==> src/status_bank_pkg.sv <==
// Constants and types for the bus, wake and input status register bank
// What this block does
// - Prior-state code at bits 7:6: 00 cleared, 01 failure, 10 sleep, 11 reserved.
// - Illegal stop-to-sleep records code 01; sleep without wake source cannot, as any_wake_enabled is tied to one.
// - Sleep attempt with uncleared wake flags records code 10.
// - Watchdog miss count at bits 3:2; 01 after first miss, 10 after second; 11 never.
// - Count self-clears on good trigger or watchdog stop, unless stopped by failure.
// - In configs 2 and 4 the count freezes after the miss that activates the fail output, until a good trigger.
// - Config select zero: first miss only restarts, no fail output, no flag.
// - Serial-fail flag bit 1 sets on invalid command, clears only by host.
// - Failure flag bit 0 sets when fail output activates, held until cleared.
// - Reserved bits always read as zero, clear commands notwithstanding.
// - CAN fault code bits 2:1: 01 thermal, 10 transmit timeout, 11 bus timeout.
// - CAN supply undervoltage sets bit 0 and disables the CAN transmitter.
// - Supply undervoltage monitored only while the CAN mode bit is one.
// - Wake register A: CAN bit 5, timer bit 4, wake inputs bits 2..0.
// - Waking out of fail-safe also sets the matching wake-source flag.
// - Wake register B: second general pin bit 5, first pin bit 4.
// - Level register bit 7 shows development strap level, read only.
// - Level register bit 6 shows interrupt-pin pull-up strap, read only.
// - Level bits 5,4 general pins, bits 2..0 wake inputs; bit 3 reserved.
// - General pin levels update in normal and stop unless the pin is off, or always when plain GPIO.
// - In cyclic sense the wake levels load the sample after each sampling.
// - 16-bit frame: 7-bit address, mode bit (0 read, 1 read-and-clear), data.
// - Flags change only by host clear, except the watchdog miss count.
package status_bank_pkg;
    localparam logic [6:0] ADDR_DEVICE_HISTORY = 7'h43;
    localparam logic [6:0] ADDR_BUS_FAULT = 7'h44;
    localparam logic [6:0] ADDR_WAKE_A = 7'h46;
    localparam logic [6:0] ADDR_WAKE_B = 7'h47;
    localparam logic [6:0] ADDR_INPUT_LEVEL = 7'h48;
    localparam int HIST_LSB = 6;
    localparam int MISS_LSB = 2;
    localparam int SERIAL_FAIL_BIT = 1;
    localparam int FAILURE_BIT = 0;
    localparam int CAN_FAULT_LSB = 1;
    localparam int SUPPLY_LOW_BIT = 0;
    localparam int BUS_WAKE_BIT = 5;
    localparam int TIMER_WAKE_BIT = 4;
    localparam int GP2_BIT = 5;
    localparam int GP1_BIT = 4;
    localparam int DEV_STRAP_BIT = 7;
    localparam int PULLUP_STRAP_BIT = 6;
    localparam logic [7:0] HISTORY_MASK = 8'hCF;
    localparam logic [7:0] BUS_FAULT_MASK = 8'h07;
    localparam logic [7:0] WAKE_A_MASK = 8'h37;
    localparam logic [7:0] WAKE_B_MASK = 8'h30;
    localparam logic [7:0] LEVEL_MASK = 8'hF7;
    localparam logic [7:0] RESET_VALUE = 8'h00;
    localparam logic [1:0] HIST_CLEARED = 2'h0;
    localparam logic [1:0] HIST_FAILURE = 2'h1;
    localparam logic [1:0] HIST_SLEEP = 2'h2;
    localparam logic [1:0] MISS_NONE = 2'h0;
    localparam logic [1:0] MISS_ONE = 2'h1;
    localparam logic [1:0] MISS_TWO = 2'h2;
    localparam logic [1:0] CAN_NO_ERROR = 2'h0;
    localparam logic [1:0] CAN_THERMAL = 2'h1;
    localparam logic [1:0] CAN_TX_DOMINANT = 2'h2;
    localparam logic [1:0] CAN_BUS_DOMINANT = 2'h3;
    localparam int FRAME_BITS = 16;
    typedef enum logic [1:0] {CFG_1, CFG_2, CFG_3, CFG_4} config_t;
    typedef enum logic [1:0] {GP_OFF, GP_WAKE, GP_SWITCH, GP_PLAIN} gp_use_t;
endpackage

==> src/status_bus_if.sv <==
// Serial frame command carrier between the shifter and the register bank
`timescale 1ns/1ns
interface status_bus_if;
    logic cmd_valid;
    logic [6:0] cmd_addr;
    logic cmd_clear;
    logic [7:0] rd_data;
    logic frame_start;
    modport shifter(output cmd_valid, output cmd_addr, output cmd_clear, output frame_start,
        input rd_data);
    modport bank(input cmd_valid, input cmd_addr, input cmd_clear, input frame_start,
        output rd_data);
endinterface

==> src/serial_frame_port.sv <==
// Serial shifter that turns 16-bit frames into read or read-and-clear commands
`timescale 1ns/1ns
module serial_frame_port
    import status_bank_pkg::*;
(
    input wire logic i_clk,
    input wire logic i_rst,
    input wire logic i_cs_n,
    input wire logic i_sclk,
    input wire logic i_sdi,
    output logic o_sdo,
    output logic o_bad_frame,
    status_bus_if.shifter bus
);
    logic sclk_q;
    logic cs_n_q;
    logic [15:0] shift_q;
    logic [4:0] count_q;
    logic [7:0] out_q;
    logic rise;
    logic fall;
    logic frame_end;

    assign rise = i_sclk && !sclk_q && !i_cs_n;
    assign fall = !i_sclk && sclk_q && !i_cs_n;
    assign frame_end = i_cs_n && !cs_n_q;

    always_ff @(posedge i_clk or posedge i_rst) begin
        if (i_rst) begin
            sclk_q <= 1'b0;
            cs_n_q <= 1'b1;
        end else begin
            sclk_q <= i_sclk;
            cs_n_q <= i_cs_n;
        end
    end

    // Address byte goes first; the mode bit is bit 7 of the frame, LSB first
    always_ff @(posedge i_clk or posedge i_rst) begin
        if (i_rst) begin
            shift_q <= 16'h0000;
            count_q <= 5'h00;
        end else if (!i_cs_n && cs_n_q) begin
            count_q <= 5'h00;
        end else if (rise) begin
            shift_q <= {i_sdi, shift_q[15:1]};
            count_q <= count_q + 5'h01;
        end
    end

    // Register contents go out during the data byte of the same frame
    always_ff @(posedge i_clk or posedge i_rst) begin
        if (i_rst) begin
            out_q <= 8'h00;
            o_sdo <= 1'b0;
        end else if (count_q == 5'h08 && rise) begin
            out_q <= bus.rd_data;
        end else if (fall && count_q >= 5'h08) begin
            o_sdo <= out_q[0];
            out_q <= {1'b0, out_q[7:1]};
        end
    end

    always_ff @(posedge i_clk or posedge i_rst) begin
        if (i_rst) begin
            bus.cmd_valid <= 1'b0;
            bus.cmd_addr <= 7'h00;
            bus.cmd_clear <= 1'b0;
            o_bad_frame <= 1'b0;
            bus.frame_start <= 1'b0;
        end else begin
            bus.frame_start <= count_q == 5'h07 && rise;
            bus.cmd_addr <= (count_q == 5'h07 && rise) ? shift_q[15:9] : bus.cmd_addr;
            bus.cmd_valid <= frame_end && count_q == 5'(FRAME_BITS);
            bus.cmd_clear <= shift_q[7];
            o_bad_frame <= frame_end && count_q != 5'(FRAME_BITS);
        end
    end
endmodule

==> src/status_register_bank.sv <==
// Device history, bus fault, wake source and input level status registers
`timescale 1ns/1ns
module status_register_bank
    import status_bank_pkg::*;
(
    input wire logic i_clk,
    input wire logic i_rst,
    input wire logic i_cs_n,
    input wire logic i_sclk,
    input wire logic i_sdi,
    input wire logic i_invalid_cmd,
    input wire logic i_watchdog_miss_count,
    input wire logic i_wd_good_trigger,
    input wire logic i_wd_stopped,
    input wire logic i_stop_by_watchdog_miss_count,
    input wire logic i_config_select,
    input wire status_bank_pkg::config_t i_config,
    input wire logic i_restart_from_failure,
    input wire logic i_wake_from_fail_safe,
    input wire logic i_illegal_stop_to_sleep,
    input wire logic i_sleep_request,
    input wire logic i_sleep_entered,
    input wire logic i_can_thermal,
    input wire logic i_tx_dominant_timeout,
    input wire logic i_bus_dominant_timeout,
    input wire logic i_can_supply_low,
    input wire logic i_can_mode_bit,
    input wire logic i_bus_wake,
    input wire logic i_timer_wake,
    input wire logic [2:0] i_wake_in,
    input wire logic [2:0] i_wake_in_event,
    input wire logic [1:0] i_gp_pin,
    input wire logic [1:0] i_gp_wake_event,
    input wire status_bank_pkg::gp_use_t i_gp1_use,
    input wire status_bank_pkg::gp_use_t i_gp2_use,
    input wire logic i_normal_or_stop,
    input wire logic i_cyclic_sense,
    input wire logic i_sample_event,
    input wire logic i_test_strap_pin,
    input wire logic i_pullup_strap,
    input wire logic i_strap_capture,
    output logic o_sdo,
    output logic o_fail_output_pin,
    output logic o_can_tx_enable,
    output logic o_restart
);
    import status_bank_pkg::*;

    status_bus_if bus ();

    logic [1:0] prior_state_code_q;
    logic [1:0] watchdog_miss_count_q;
    logic miss_frozen_q;
    logic serial_fail_q;
    logic failure_q;
    logic [1:0] can_fault_q;
    logic bus_supply_low_flag_q;
    logic bus_wake_flag_q;
    logic timer_wake_flag_q;
    logic [2:0] wake_in_flag_q;
    logic [1:0] gp_wake_flag_q;
    logic development_strap_level_q;
    logic pullup_strap_level_q;
    logic [1:0] gp_level_q;
    logic [2:0] wake_in_level_q;
    logic [7:0] rd_mux;
    logic bad_frame;
    logic [7:0] history_view;
    logic [7:0] bus_view;
    logic [7:0] wake_a_view;
    logic [7:0] wake_b_view;
    logic [7:0] level_view;
    logic any_wake_flag;
    logic any_wake_enabled;
    logic fail_event;
    logic [1:0] miss_next;

    serial_frame_port u_port (
        .i_clk(i_clk),
        .i_rst(i_rst),
        .i_cs_n(i_cs_n),
        .i_sclk(i_sclk),
        .i_sdi(i_sdi),
        .o_sdo(o_sdo),
        .o_bad_frame(bad_frame),
        .bus(bus.shifter)
    );

    // A clear applies to the addressed register once the frame ends
    function automatic logic clear_hit(input logic [6:0] addr);
        return bus.cmd_valid && bus.cmd_clear && bus.cmd_addr == addr;
    endfunction

    // Set has priority over a coinciding clear
    function automatic logic flag_next(input logic cur, input logic set, input logic clr);
        return set | (cur & ~clr);
    endfunction

    assign any_wake_flag = bus_wake_flag_q | timer_wake_flag_q | (|wake_in_flag_q)
        | (|gp_wake_flag_q);
    assign any_wake_enabled = 1'b1;

    // Views keep reserved bits at zero
    assign history_view = {prior_state_code_q, 2'b00, watchdog_miss_count_q, serial_fail_q,
        failure_q} & HISTORY_MASK;
    assign bus_view = {5'b00000, can_fault_q, bus_supply_low_flag_q} & BUS_FAULT_MASK;
    assign wake_a_view = {2'b00, bus_wake_flag_q, timer_wake_flag_q, 1'b0,
        wake_in_flag_q} & WAKE_A_MASK;
    assign wake_b_view = {2'b00, gp_wake_flag_q, 4'h0} & WAKE_B_MASK;
    assign level_view = {development_strap_level_q, pullup_strap_level_q, gp_level_q, 1'b0,
        wake_in_level_q} & LEVEL_MASK;

    always_comb begin
        case (bus.cmd_addr)
            ADDR_DEVICE_HISTORY: rd_mux = history_view;
            ADDR_BUS_FAULT: rd_mux = bus_view;
            ADDR_WAKE_A: rd_mux = wake_a_view;
            ADDR_WAKE_B: rd_mux = wake_b_view;
            ADDR_INPUT_LEVEL: rd_mux = level_view;
            default: rd_mux = RESET_VALUE;
        endcase
    end
    // Contents are captured at the first data-byte clock; clearing happens at frame end
    assign bus.rd_data = rd_mux;

    // Miss count: first miss shows 01 in every config, a further miss shows 10 unless the count is frozen
    always_comb begin
        miss_next = watchdog_miss_count_q;
        if (i_watchdog_miss_count && !miss_frozen_q) begin
            if (watchdog_miss_count_q == MISS_NONE) begin
                miss_next = MISS_ONE;
            end else begin
                miss_next = MISS_TWO;
            end
        end
    end

    // Fail output: config 2 on first miss, others on second; select low never on first
    assign fail_event = i_watchdog_miss_count && !miss_frozen_q && ((i_config == CFG_2 && i_config_select)
        || watchdog_miss_count_q != MISS_NONE);

    always_ff @(posedge i_clk or posedge i_rst) begin
        if (i_rst) begin
            watchdog_miss_count_q <= MISS_NONE;
            miss_frozen_q <= 1'b0;
        end else if (i_wd_good_trigger) begin
            watchdog_miss_count_q <= MISS_NONE;
            miss_frozen_q <= 1'b0;
        end else if (i_wd_stopped && !i_stop_by_watchdog_miss_count) begin
            watchdog_miss_count_q <= MISS_NONE;
        end else begin
            watchdog_miss_count_q <= miss_next;
            if (fail_event && (i_config == CFG_2 || i_config == CFG_4)) begin
                miss_frozen_q <= 1'b1;
            end
        end
    end

    always_ff @(posedge i_clk or posedge i_rst) begin
        if (i_rst) begin
            o_fail_output_pin <= 1'b0;
            o_restart <= 1'b0;
        end else begin
            if (fail_event) begin
                o_fail_output_pin <= 1'b1;
            end
            o_restart <= i_watchdog_miss_count;
        end
    end

    always_ff @(posedge i_clk or posedge i_rst) begin
        if (i_rst) begin
            prior_state_code_q <= HIST_CLEARED;
        end else if (i_restart_from_failure || i_wake_from_fail_safe || i_illegal_stop_to_sleep
            || (i_sleep_request && !any_wake_enabled)) begin
            prior_state_code_q <= HIST_FAILURE;
        end else if (i_sleep_entered || (i_sleep_request && any_wake_flag)) begin
            prior_state_code_q <= HIST_SLEEP;
        end else if (clear_hit(ADDR_DEVICE_HISTORY)) begin
            prior_state_code_q <= HIST_CLEARED;
        end
    end

    always_ff @(posedge i_clk or posedge i_rst) begin
        if (i_rst) begin
            serial_fail_q <= 1'b0;
            failure_q <= 1'b0;
        end else begin
            serial_fail_q <= flag_next(serial_fail_q, i_invalid_cmd | bad_frame,
                clear_hit(ADDR_DEVICE_HISTORY));
            failure_q <= flag_next(failure_q, fail_event,
                clear_hit(ADDR_DEVICE_HISTORY));
        end
    end

    always_ff @(posedge i_clk or posedge i_rst) begin
        if (i_rst) begin
            can_fault_q <= CAN_NO_ERROR;
        end else if (i_bus_dominant_timeout) begin
            can_fault_q <= CAN_BUS_DOMINANT;
        end else if (i_tx_dominant_timeout) begin
            can_fault_q <= CAN_TX_DOMINANT;
        end else if (i_can_thermal) begin
            can_fault_q <= CAN_THERMAL;
        end else if (clear_hit(ADDR_BUS_FAULT)) begin
            can_fault_q <= CAN_NO_ERROR;
        end
    end

    always_ff @(posedge i_clk or posedge i_rst) begin
        if (i_rst) begin
            bus_supply_low_flag_q <= 1'b0;
            o_can_tx_enable <= 1'b0;
        end else begin
            bus_supply_low_flag_q <= flag_next(bus_supply_low_flag_q,
                i_can_supply_low && i_can_mode_bit, clear_hit(ADDR_BUS_FAULT));
            o_can_tx_enable <= i_can_mode_bit && !(i_can_supply_low && i_can_mode_bit);
        end
    end

    always_ff @(posedge i_clk or posedge i_rst) begin
        if (i_rst) begin
            bus_wake_flag_q <= 1'b0;
            timer_wake_flag_q <= 1'b0;
            wake_in_flag_q <= 3'b000;
            gp_wake_flag_q <= 2'b00;
        end else begin
            // Wake events from fail-safe arrive on the same event inputs
            bus_wake_flag_q <= flag_next(bus_wake_flag_q, i_bus_wake,
                clear_hit(ADDR_WAKE_A));
            timer_wake_flag_q <= flag_next(timer_wake_flag_q, i_timer_wake,
                clear_hit(ADDR_WAKE_A));
            wake_in_flag_q <= i_wake_in_event
                | (wake_in_flag_q & {3{!clear_hit(ADDR_WAKE_A)}});
            gp_wake_flag_q <= i_gp_wake_event
                | (gp_wake_flag_q & {2{!clear_hit(ADDR_WAKE_B)}});
        end
    end

    // Straps are caught after reset release, then held
    always_ff @(posedge i_clk or posedge i_rst) begin
        if (i_rst) begin
            development_strap_level_q <= 1'b0;
            pullup_strap_level_q <= 1'b0;
        end else if (i_strap_capture) begin
            development_strap_level_q <= i_test_strap_pin;
            pullup_strap_level_q <= i_pullup_strap;
        end
    end

    always_ff @(posedge i_clk or posedge i_rst) begin
        if (i_rst) begin
            gp_level_q <= 2'b00;
        end else begin
            if (i_gp1_use == GP_PLAIN || (i_normal_or_stop && i_gp1_use != GP_OFF)) begin
                gp_level_q[0] <= i_gp_pin[0];
            end
            if (i_gp2_use == GP_PLAIN || (i_normal_or_stop && i_gp2_use != GP_OFF)) begin
                gp_level_q[1] <= i_gp_pin[1];
            end
        end
    end

    always_ff @(posedge i_clk or posedge i_rst) begin
        if (i_rst) begin
            wake_in_level_q <= 3'b000;
        end else if (!i_cyclic_sense || i_sample_event) begin
            wake_in_level_q <= i_wake_in;
        end
    end
endmodule

==> config.mk <==
export PLATFORM = sky130hd
export DESIGN_NAME = status_register_bank
export DESIGN_NICKNAME = d
export VERILOG_FILES = /design/src/status_bank_pkg.sv /design/src/status_bus_if.sv /design/src/serial_frame_port.sv /design/src/status_register_bank.sv
export SDC_FILE = /design/constraint.sdc
export NUM_CORES = 1
export LEC_CHECK = 0
export ABC_AREA = 1
export BUFFER_PORTS_ARGS = -buffer_cell sky130_fd_sc_hd__buf_2
export CORE_MARGIN = 1.5
export CORE_UTILIZATION = 56
export CTS_CLUSTER_DIAMETER = 30
export DETAILED_ROUTE_END_ITERATION = 8
export PLACE_DENSITY = 0.79
export SYNTH_ARGS = -nofsm -noshare
export SYNTH_HDL_FRONTEND = slang
export SYNTH_SLANG_ARGS = --single-unit
==> constraint.sdc <==
create_clock -name i_clk -period 2.1 [get_ports i_clk]
set_clock_uncertainty 0.05 [all_clocks]
set_input_delay 0.315 -clock i_clk [delete_from_list [all_inputs] [get_ports i_clk]]
set_output_delay 0.315 -clock i_clk [all_outputs]
set_load 0.01 [all_outputs]
==> results.yml, run 1 <==
critical_path:
  path_cells: "inv_1 > ha_1 > nand3_1 > nor2_1 > nand2_4 > inv_2 > nand3_1 > nand3_1"
  worstSetupEndpointType: "flop"
  cpMostUsedCell: "nand3_1"
  max_stage_delay_ps: 420
  crit_fanout: 10
  crit_family: "simple AND/OR/NAND/NOR gates"
  worst_ep_arrival_time_ps: 1730
  cp-start-kind: "flop"
  critPathBufInv: 2
  critPathSlowestCell: "dfrtp_1"
  required_ps: 2330
  critPathKind: "flop to flop"
  r2r_slack_ps: 600
yosys:
  ys_warn_count: 0
  synth_edf_count: 0
  syn_avg_cell_area_um2: 9.04
  synth-seq-area-share_pct: 52.5
  yosysTopAreaCell: "dfrtp_1"
  synthCells: 327
  synth-seq-cells: 62
  post_synth_num_cell_types: 36
  syn_area_mm2: 0.00296
  synthFlopType: "dfrtp_1"
  ys_async_sr_fraction_pct: 100
  synth_top_area_share_pct: 51.6
  syn-num-nets: 374
  synth_area_leaders: "dfrtp_1 52%, nand2_1 10%, inv_1 5.5%"
flow_run:
  cap_violations: 0
sta:
  hold_viol_final: 0
  finalMaxSlewViolations: 0
  worstMarginPinSlew_ps: 362
  setup_viol: 0
  hold_ws_ps: 49.8
  fmax_mhz: 667
  period_share_pct: 71.4
  slew_headroom_pct: 75.7
  rsz0062_at_grt: "no"
  post-route-min-period_ps: 1500
  fin_setup_tns_ps: 0
routing:
  drt_iter0_drc: 144
  routed_wl_um: 5750
  drc: 0
  wl_per_cell_um: 12.5
  ant_nets: 0
  routed_via_density: 5.04
  dr.pass1.iters: 4
  route.vias.total: 2318
outcome:
  outcome: "finished, final reports clean"
clock_tree:
  cts_resized: 0
  cts_htree_levels: 3
  clkSinkCount: 62
  cts.clk_slew.worst_paths_ps: 70
  clock_path_buffers: 2
  post-cts-setup-buffer-count: 0
  holdBufCountCts: 1
  insertion_delay_ps: 340
  root_buffer: "clkbuf_8"
  cts_tree: "yes"
  cts_buffers: 9
placement:
  hpwl_um: 4250
  port_buffers: 48
  place.gp.congestion: 0.877
  post-place-cells: 443
grt:
  gr-usage-met1_pct: 29.2
  grt_pass1_vias: 2119
  met2_usage_pct: 36.5
  grt_start_max_net_pins: 63
  met3_usage_pct: 8.07
  grt_first_pass_wirelength_um: 9560
  antenna_found_initial: 0
  track_usage_pct: 22.8
  grt_overflow: 0
  grt_busiest_layer: "met2"
die:
  die_area_mm2: 0.00572
  core_mm2: 0.00511
  io_pins: 49
  die_h_um: 75.7
  die_x_um: 75.7
  initial_utilization_pct: 57.9
  rows: 26
cells_and_area:
  mostFrequentLayoutCell: "nand2_1"
  layout_common_cells: "79 x nand2_1, 61 x dfrtp_1, 48 x buf_2, 42 x inv_1, 28 x nand3_1"
  drive_above_1_share_pct: 27.7
  diodes: 0
  nNetsFinal: 432
  stdcell_count: 460
  area_delta_synth_final_pct: 17.7
hold_path:
  hp-class: "primary input to flop"
pwr:
  p_per_area_mw_per_mm2: 725
  ir_worst_vdd_v: 0.000591
  p_leak_nw: 1.79
## layout make-up
class	count	area, µm²
Clock buffer	12	145
Clock inverter	4	47.5
Fill cell	413	1630
Inverter	51	194
Multi-Input combinational cell	211	1180
Sequential cell	62	1550
Tap cell	70	87.6
Timing Repair Buffer	50	270
## where the power goes
group	total, W	internal, W	switching, W
Clock	0.00102	0.000577	0.000446
Combinational	0.000193	0.0000822	0.000111
Sequential	0.00131	0.00127	0.0000402
Total	0.00252	0.00192	0.000597
## path summary, 6_finish.rpt
check / startpoint / endpoint / cells after the start
min in group asynchronous: i_rst / miss_frozen_q / 4
setup / recovery: u_port.count_q[0] / u_port.out_q[3] / 8
setup reg to reg: u_port.count_q[0] / u_port.out_q[3] / 8
max in group asynchronous: i_rst / u_port.cs_n_q / 4
hold reg to reg: u_port.shift_q[7] / u_port.bus.cmd_clear / 0
hold / removal: i_watchdog_miss_count / o_restart / 1
## logic make-up (layout without fill, tap and decap cells)
logic type | after synthesis | count (layout) | synth area share (%)
buffers and inverters | 54 | 117 | 7.45
DFF | 62 | 62 | 52.5
AOI/OAI and AO/OA | 46 | 46 | 10.1
muxes | 6 | 6 | 2.29
adders and majority gates | 2 | 2 | 0.846
and+or+nand+nor | 157 | 157 | 26.8
## stage by stage
stage	setup slack, ps	util (%)	cell area (µm²)	power [W]
2_1_floorplan	195	-	2960	0.00143
3_3_place_gp	658	64.2	3280	0.00151
3_5_place_dp	626	64.2	3280	0.00152
4_1_cts	603	68.2	3480	0.00255
5_1_grt	434	68.2	3480	0.00263
6_report	601	68.2	3480	0.00252
## cells in the mapped netlist, types with 2 or more instances
| library cell | instances |
|---|---|
| dfrtp_1 | 61 |
| o21ai_0 | 15 |
| o21ai_1 | 2 |
| nand3_2 | 3 |
| a21oi_1 | 4 |
| o21ai_2 | 7 |
| o21bai_1 | 8 |
| ha_1 | 2 |
| nand2_2 | 6 |
| nand2_4 | 2 |
| nor2_2 | 3 |
| buf_4 | 2 |
| nand4_1 | 7 |
| inv_1 | 43 |
| nor3_1 | 3 |
| nand3_1 | 28 |
| nor2_1 | 15 |
| o211ai_1 | 4 |
| mux2_2 | 6 |
| inv_2 | 7 |
| a31oi_1 | 2 |
| nand2_1 | 79 |
| nor2_4 | 5 |
## layer usage
layer	part of all wire, %	vias up
met5	0	-
met4	1.6	0
met3	4.2	12
met2	49	47
met1	45	1082
li1	-	1177
## sequential cells by signal, indices dropped and copies added, names as in the netlist, 2 cells and up
| register | flops |
|---|---|
| gp_wake_flag_q | 2 |
| u_port.count_q | 5 |
| watchdog_miss_count_q | 2 |
| u_port.shift_q | 9 |
| u_port.bus.cmd_addr | 7 |
| wake_in_flag_q | 3 |
| can_fault_q | 2 |
| u_port.out_q | 8 |
| prior_state_code_q | 2 |
| wake_in_level_q | 3 |
| gp_level_q | 2 |
Power figures use the tool's default switching activity.
==> run 2: changes to the inputs <==
==> constraint.sdc (replaced) <==
create_clock -name i_clk -period 1.5 [get_ports i_clk]
set_clock_uncertainty 0.05 [all_clocks]
set_input_delay 0.225 -clock i_clk [delete_from_list [all_inputs] [get_ports i_clk]]
set_output_delay 0.225 -clock i_clk [all_outputs]
set_load 0.01 [all_outputs]
==> run 2 against run 1 <==
  * Final area rose by 4.3%
  * Clock-buffer cell count down 2
  * Die area unchanged
  * Flip-flop and latch count unchanged
  * Wire length grew 4.1%
  * Utilization rose by 2.9 points
  * Setup slack lost 560 ps
  * Critical endpoint is now u_port.out_q[5]
  * Highest routed layer unchanged
==> results.yml, run 2 (synthesis results as in run 1) <==
clock_tree:
  clkSinkCount: 62
  cts_tree: "yes"
  cts_htree_levels: 3
  cts.clk_slew.worst_paths_ps: 70
  clock_path_buffers: 2
  insertion_delay_ps: 350
  cts_buffers: 9
  root_buffer: "clkbuf_8"
sta:
  setup_viol: 0
  worstMarginPinSlew_ps: 515
  finalMaxSlewViolations: 0
  hold_viol_final: 0
  fmax_mhz: 686
  post-route-min-period_ps: 1460
  fin_ws_ps: 42.8
  rsz0062_at_grt: "yes"
  period_share_pct: 97.1
  slew_headroom_pct: 65.6
critical_path:
  cp-start-kind: "flop"
  required_ps: 1690
  crit_fanout: 5
  worst_r2r_startpoint: "u_port.count_q[0]"
  critPathSlowestCell: "dfrtp_1"
  max_stage_delay_ps: 410
  critPathKind: "flop to flop"
  critPathBufInv: 2
  worstSetupEndpointType: "flop"
  path_cells: "inv_1 > ha_2 > nand3_2 > nor2_4 > nand2_2 > nand3_1 > nand2_1 > inv_1 > nand2_1"
  crit_family: "simple AND/OR/NAND/NOR gates"
  worst_ep_arrival_time_ps: 1650
  r2r_slack_ps: 40
  rr_worst_depth: 9
  timing.rr.end: "u_port.out_q[5]"
cells_and_area:
  fillCellCount: 411
  largest_reg_flops: 9
  ff_latch_area_mm2: 0.00155
  area_delta_synth_final_pct: 22.8
  stdcell_count: 471
  top_regs: "u_port.shift_q (9), u_port.out_q (8), u_port.bus.cmd_addr (7)"
  multi_input_area_mm2: 0.00123
  mostFrequentLayoutCell: "nand2_1"
  drive_above_1_share_pct: 31.2
  postLayoutCellArea_mm2: 0.00363
  top_register: "u_port.shift_q"
  nNetsFinal: 443
  diodes: 0
  layout_common_cells: "78 x nand2_1, 61 x dfrtp_1, 48 x buf_2, 41 x inv_1, 25 x nand3_1"
routing:
  routed_wl_um: 5980
  ant_nets: 0
  drc: 0
  drt_iter0_drc: 155
  route.vias.total: 2383
  dr.pass1.iters: 4
  wl_per_cell_um: 12.7
  routed_via_density: 5.06
pwr:
  p_sw_w: 0.000863
  switching_share_pct: 24.2
  p_per_area_mw_per_mm2: 983
  pwr-share-clk_pct: 40.8
  pwr-share-seq_pct: 51.2
  pwr-share-comb_pct: 8.1
  p_leak_nw: 1.85
  internal_power_w: 0.00271
  ir_worst_vdd_v: 0.000736
grt:
  grt_overflow: 0
  antenna_found_initial: 0
  track_usage_pct: 22.5
  grt_first_pass_wirelength_um: 9380
  grt_start_max_net_pins: 23
  grt_pass1_vias: 2177
placement:
  place.gp.congestion: 0.845
  port_buffers: 48
  pre_cts_slack_ps: 40.7
  post-place-cells: 447
  dpl_cell_area_mm2: 0.00332
  hpwl_um: 4280
die:
  core_mm2: 0.00511
  die_area_mm2: 0.00572
  io_pins: 49
  die_x_um: 75.7
  die_h_um: 75.7
  initial_utilization_pct: 57.9
  rows: 26
hold_path:
  min_from: "i_invalid_cmd"
  holdPathEnd: "serial_fail_q"
  hp-class: "primary input to flop"
  holdPathStages: 3
outcome:
  outcome: "finished, final reports clean"
flow_run:
  cap_violations: 0
-- run 2: timing repair --
action	CTS	global route
buffers inserted	0	1
endpoints found under the setup margin	0	20
endpoints found under the hold margin	23	0
resized for setup	0	10
hold buffers	5	0
-- run 2: cell type report --
cell class / instances / area share (%)
repair buffers: 59 / 9.92
inverters: 51 / 5.51
well taps: 70 / 2.41
clock buffers: 10 / 3.79
flip-flops and latches: 62 / 42.8
clock inverters: 6 / 1.69
multi-input cells: 213 / 33.9
-- run 2: metrics by stage --
stage	util, %	TNS (ps)	hold slack, ps	total power [W]
detailed placement	65.1	0	242	0.00213
finish	71.1	0	16.7	0.00357
global placement	65.1	0	236	0.00212
global route	71.1	-359	6.15	0.00373
floorplan	-	0	179	0.00201
CTS	70.0	0	8.47	0.00361
-- run 2: how the worst max path moves through the flow --
stage                            startpoint               to  slack (ps)  cells after the start
after floorplan           u_port.count_q[0]  u_port.out_q[0]         170                      9
after global placement    u_port.count_q[0]  u_port.out_q[0]         100                      9
after detailed placement  u_port.count_q[0]  u_port.out_q[4]          40                      9
after CTS                 u_port.count_q[0]  u_port.out_q[4]          10                      9
after global routing      u_port.count_q[0]  u_port.out_q[0]         -50                      9
final                     u_port.count_q[0]  u_port.out_q[5]          40                      9
-- run 2: worst reg2reg max path: stages, from the launching register on --
cell	delay [ps]
dfrtp_1	410
inv_1	70
ha_2	180
nand3_2	100
nor2_4	180
nand2_2	120
nand3_1	100
nand2_1	50
inv_1	50
nand2_1	40
-- run 2: layer usage --
metal,track usage (%),up-vias,routed length [µm]
li1,-,1199,-
met1,27.0,1119,2570
met2,37.2,56,2980
met3,8.99,9,339
met4,7.54,0,96
met5,0,-,0
-- run 2: power by group through the flow --
stage / sequential (W) / combinational, W / clock (W)
final: 0.00183 / 0.000288 / 0.00146
after CTS: 0.00183 / 0.000291 / 0.00149
after floorplan: 0.00184 / 0.000164 / 0
after global placement: 0.00185 / 0.000271 / 0
after global routing: 0.00184 / 0.000335 / 0.00156
after detailed placement: 0.00186 / 0.000279 / 0
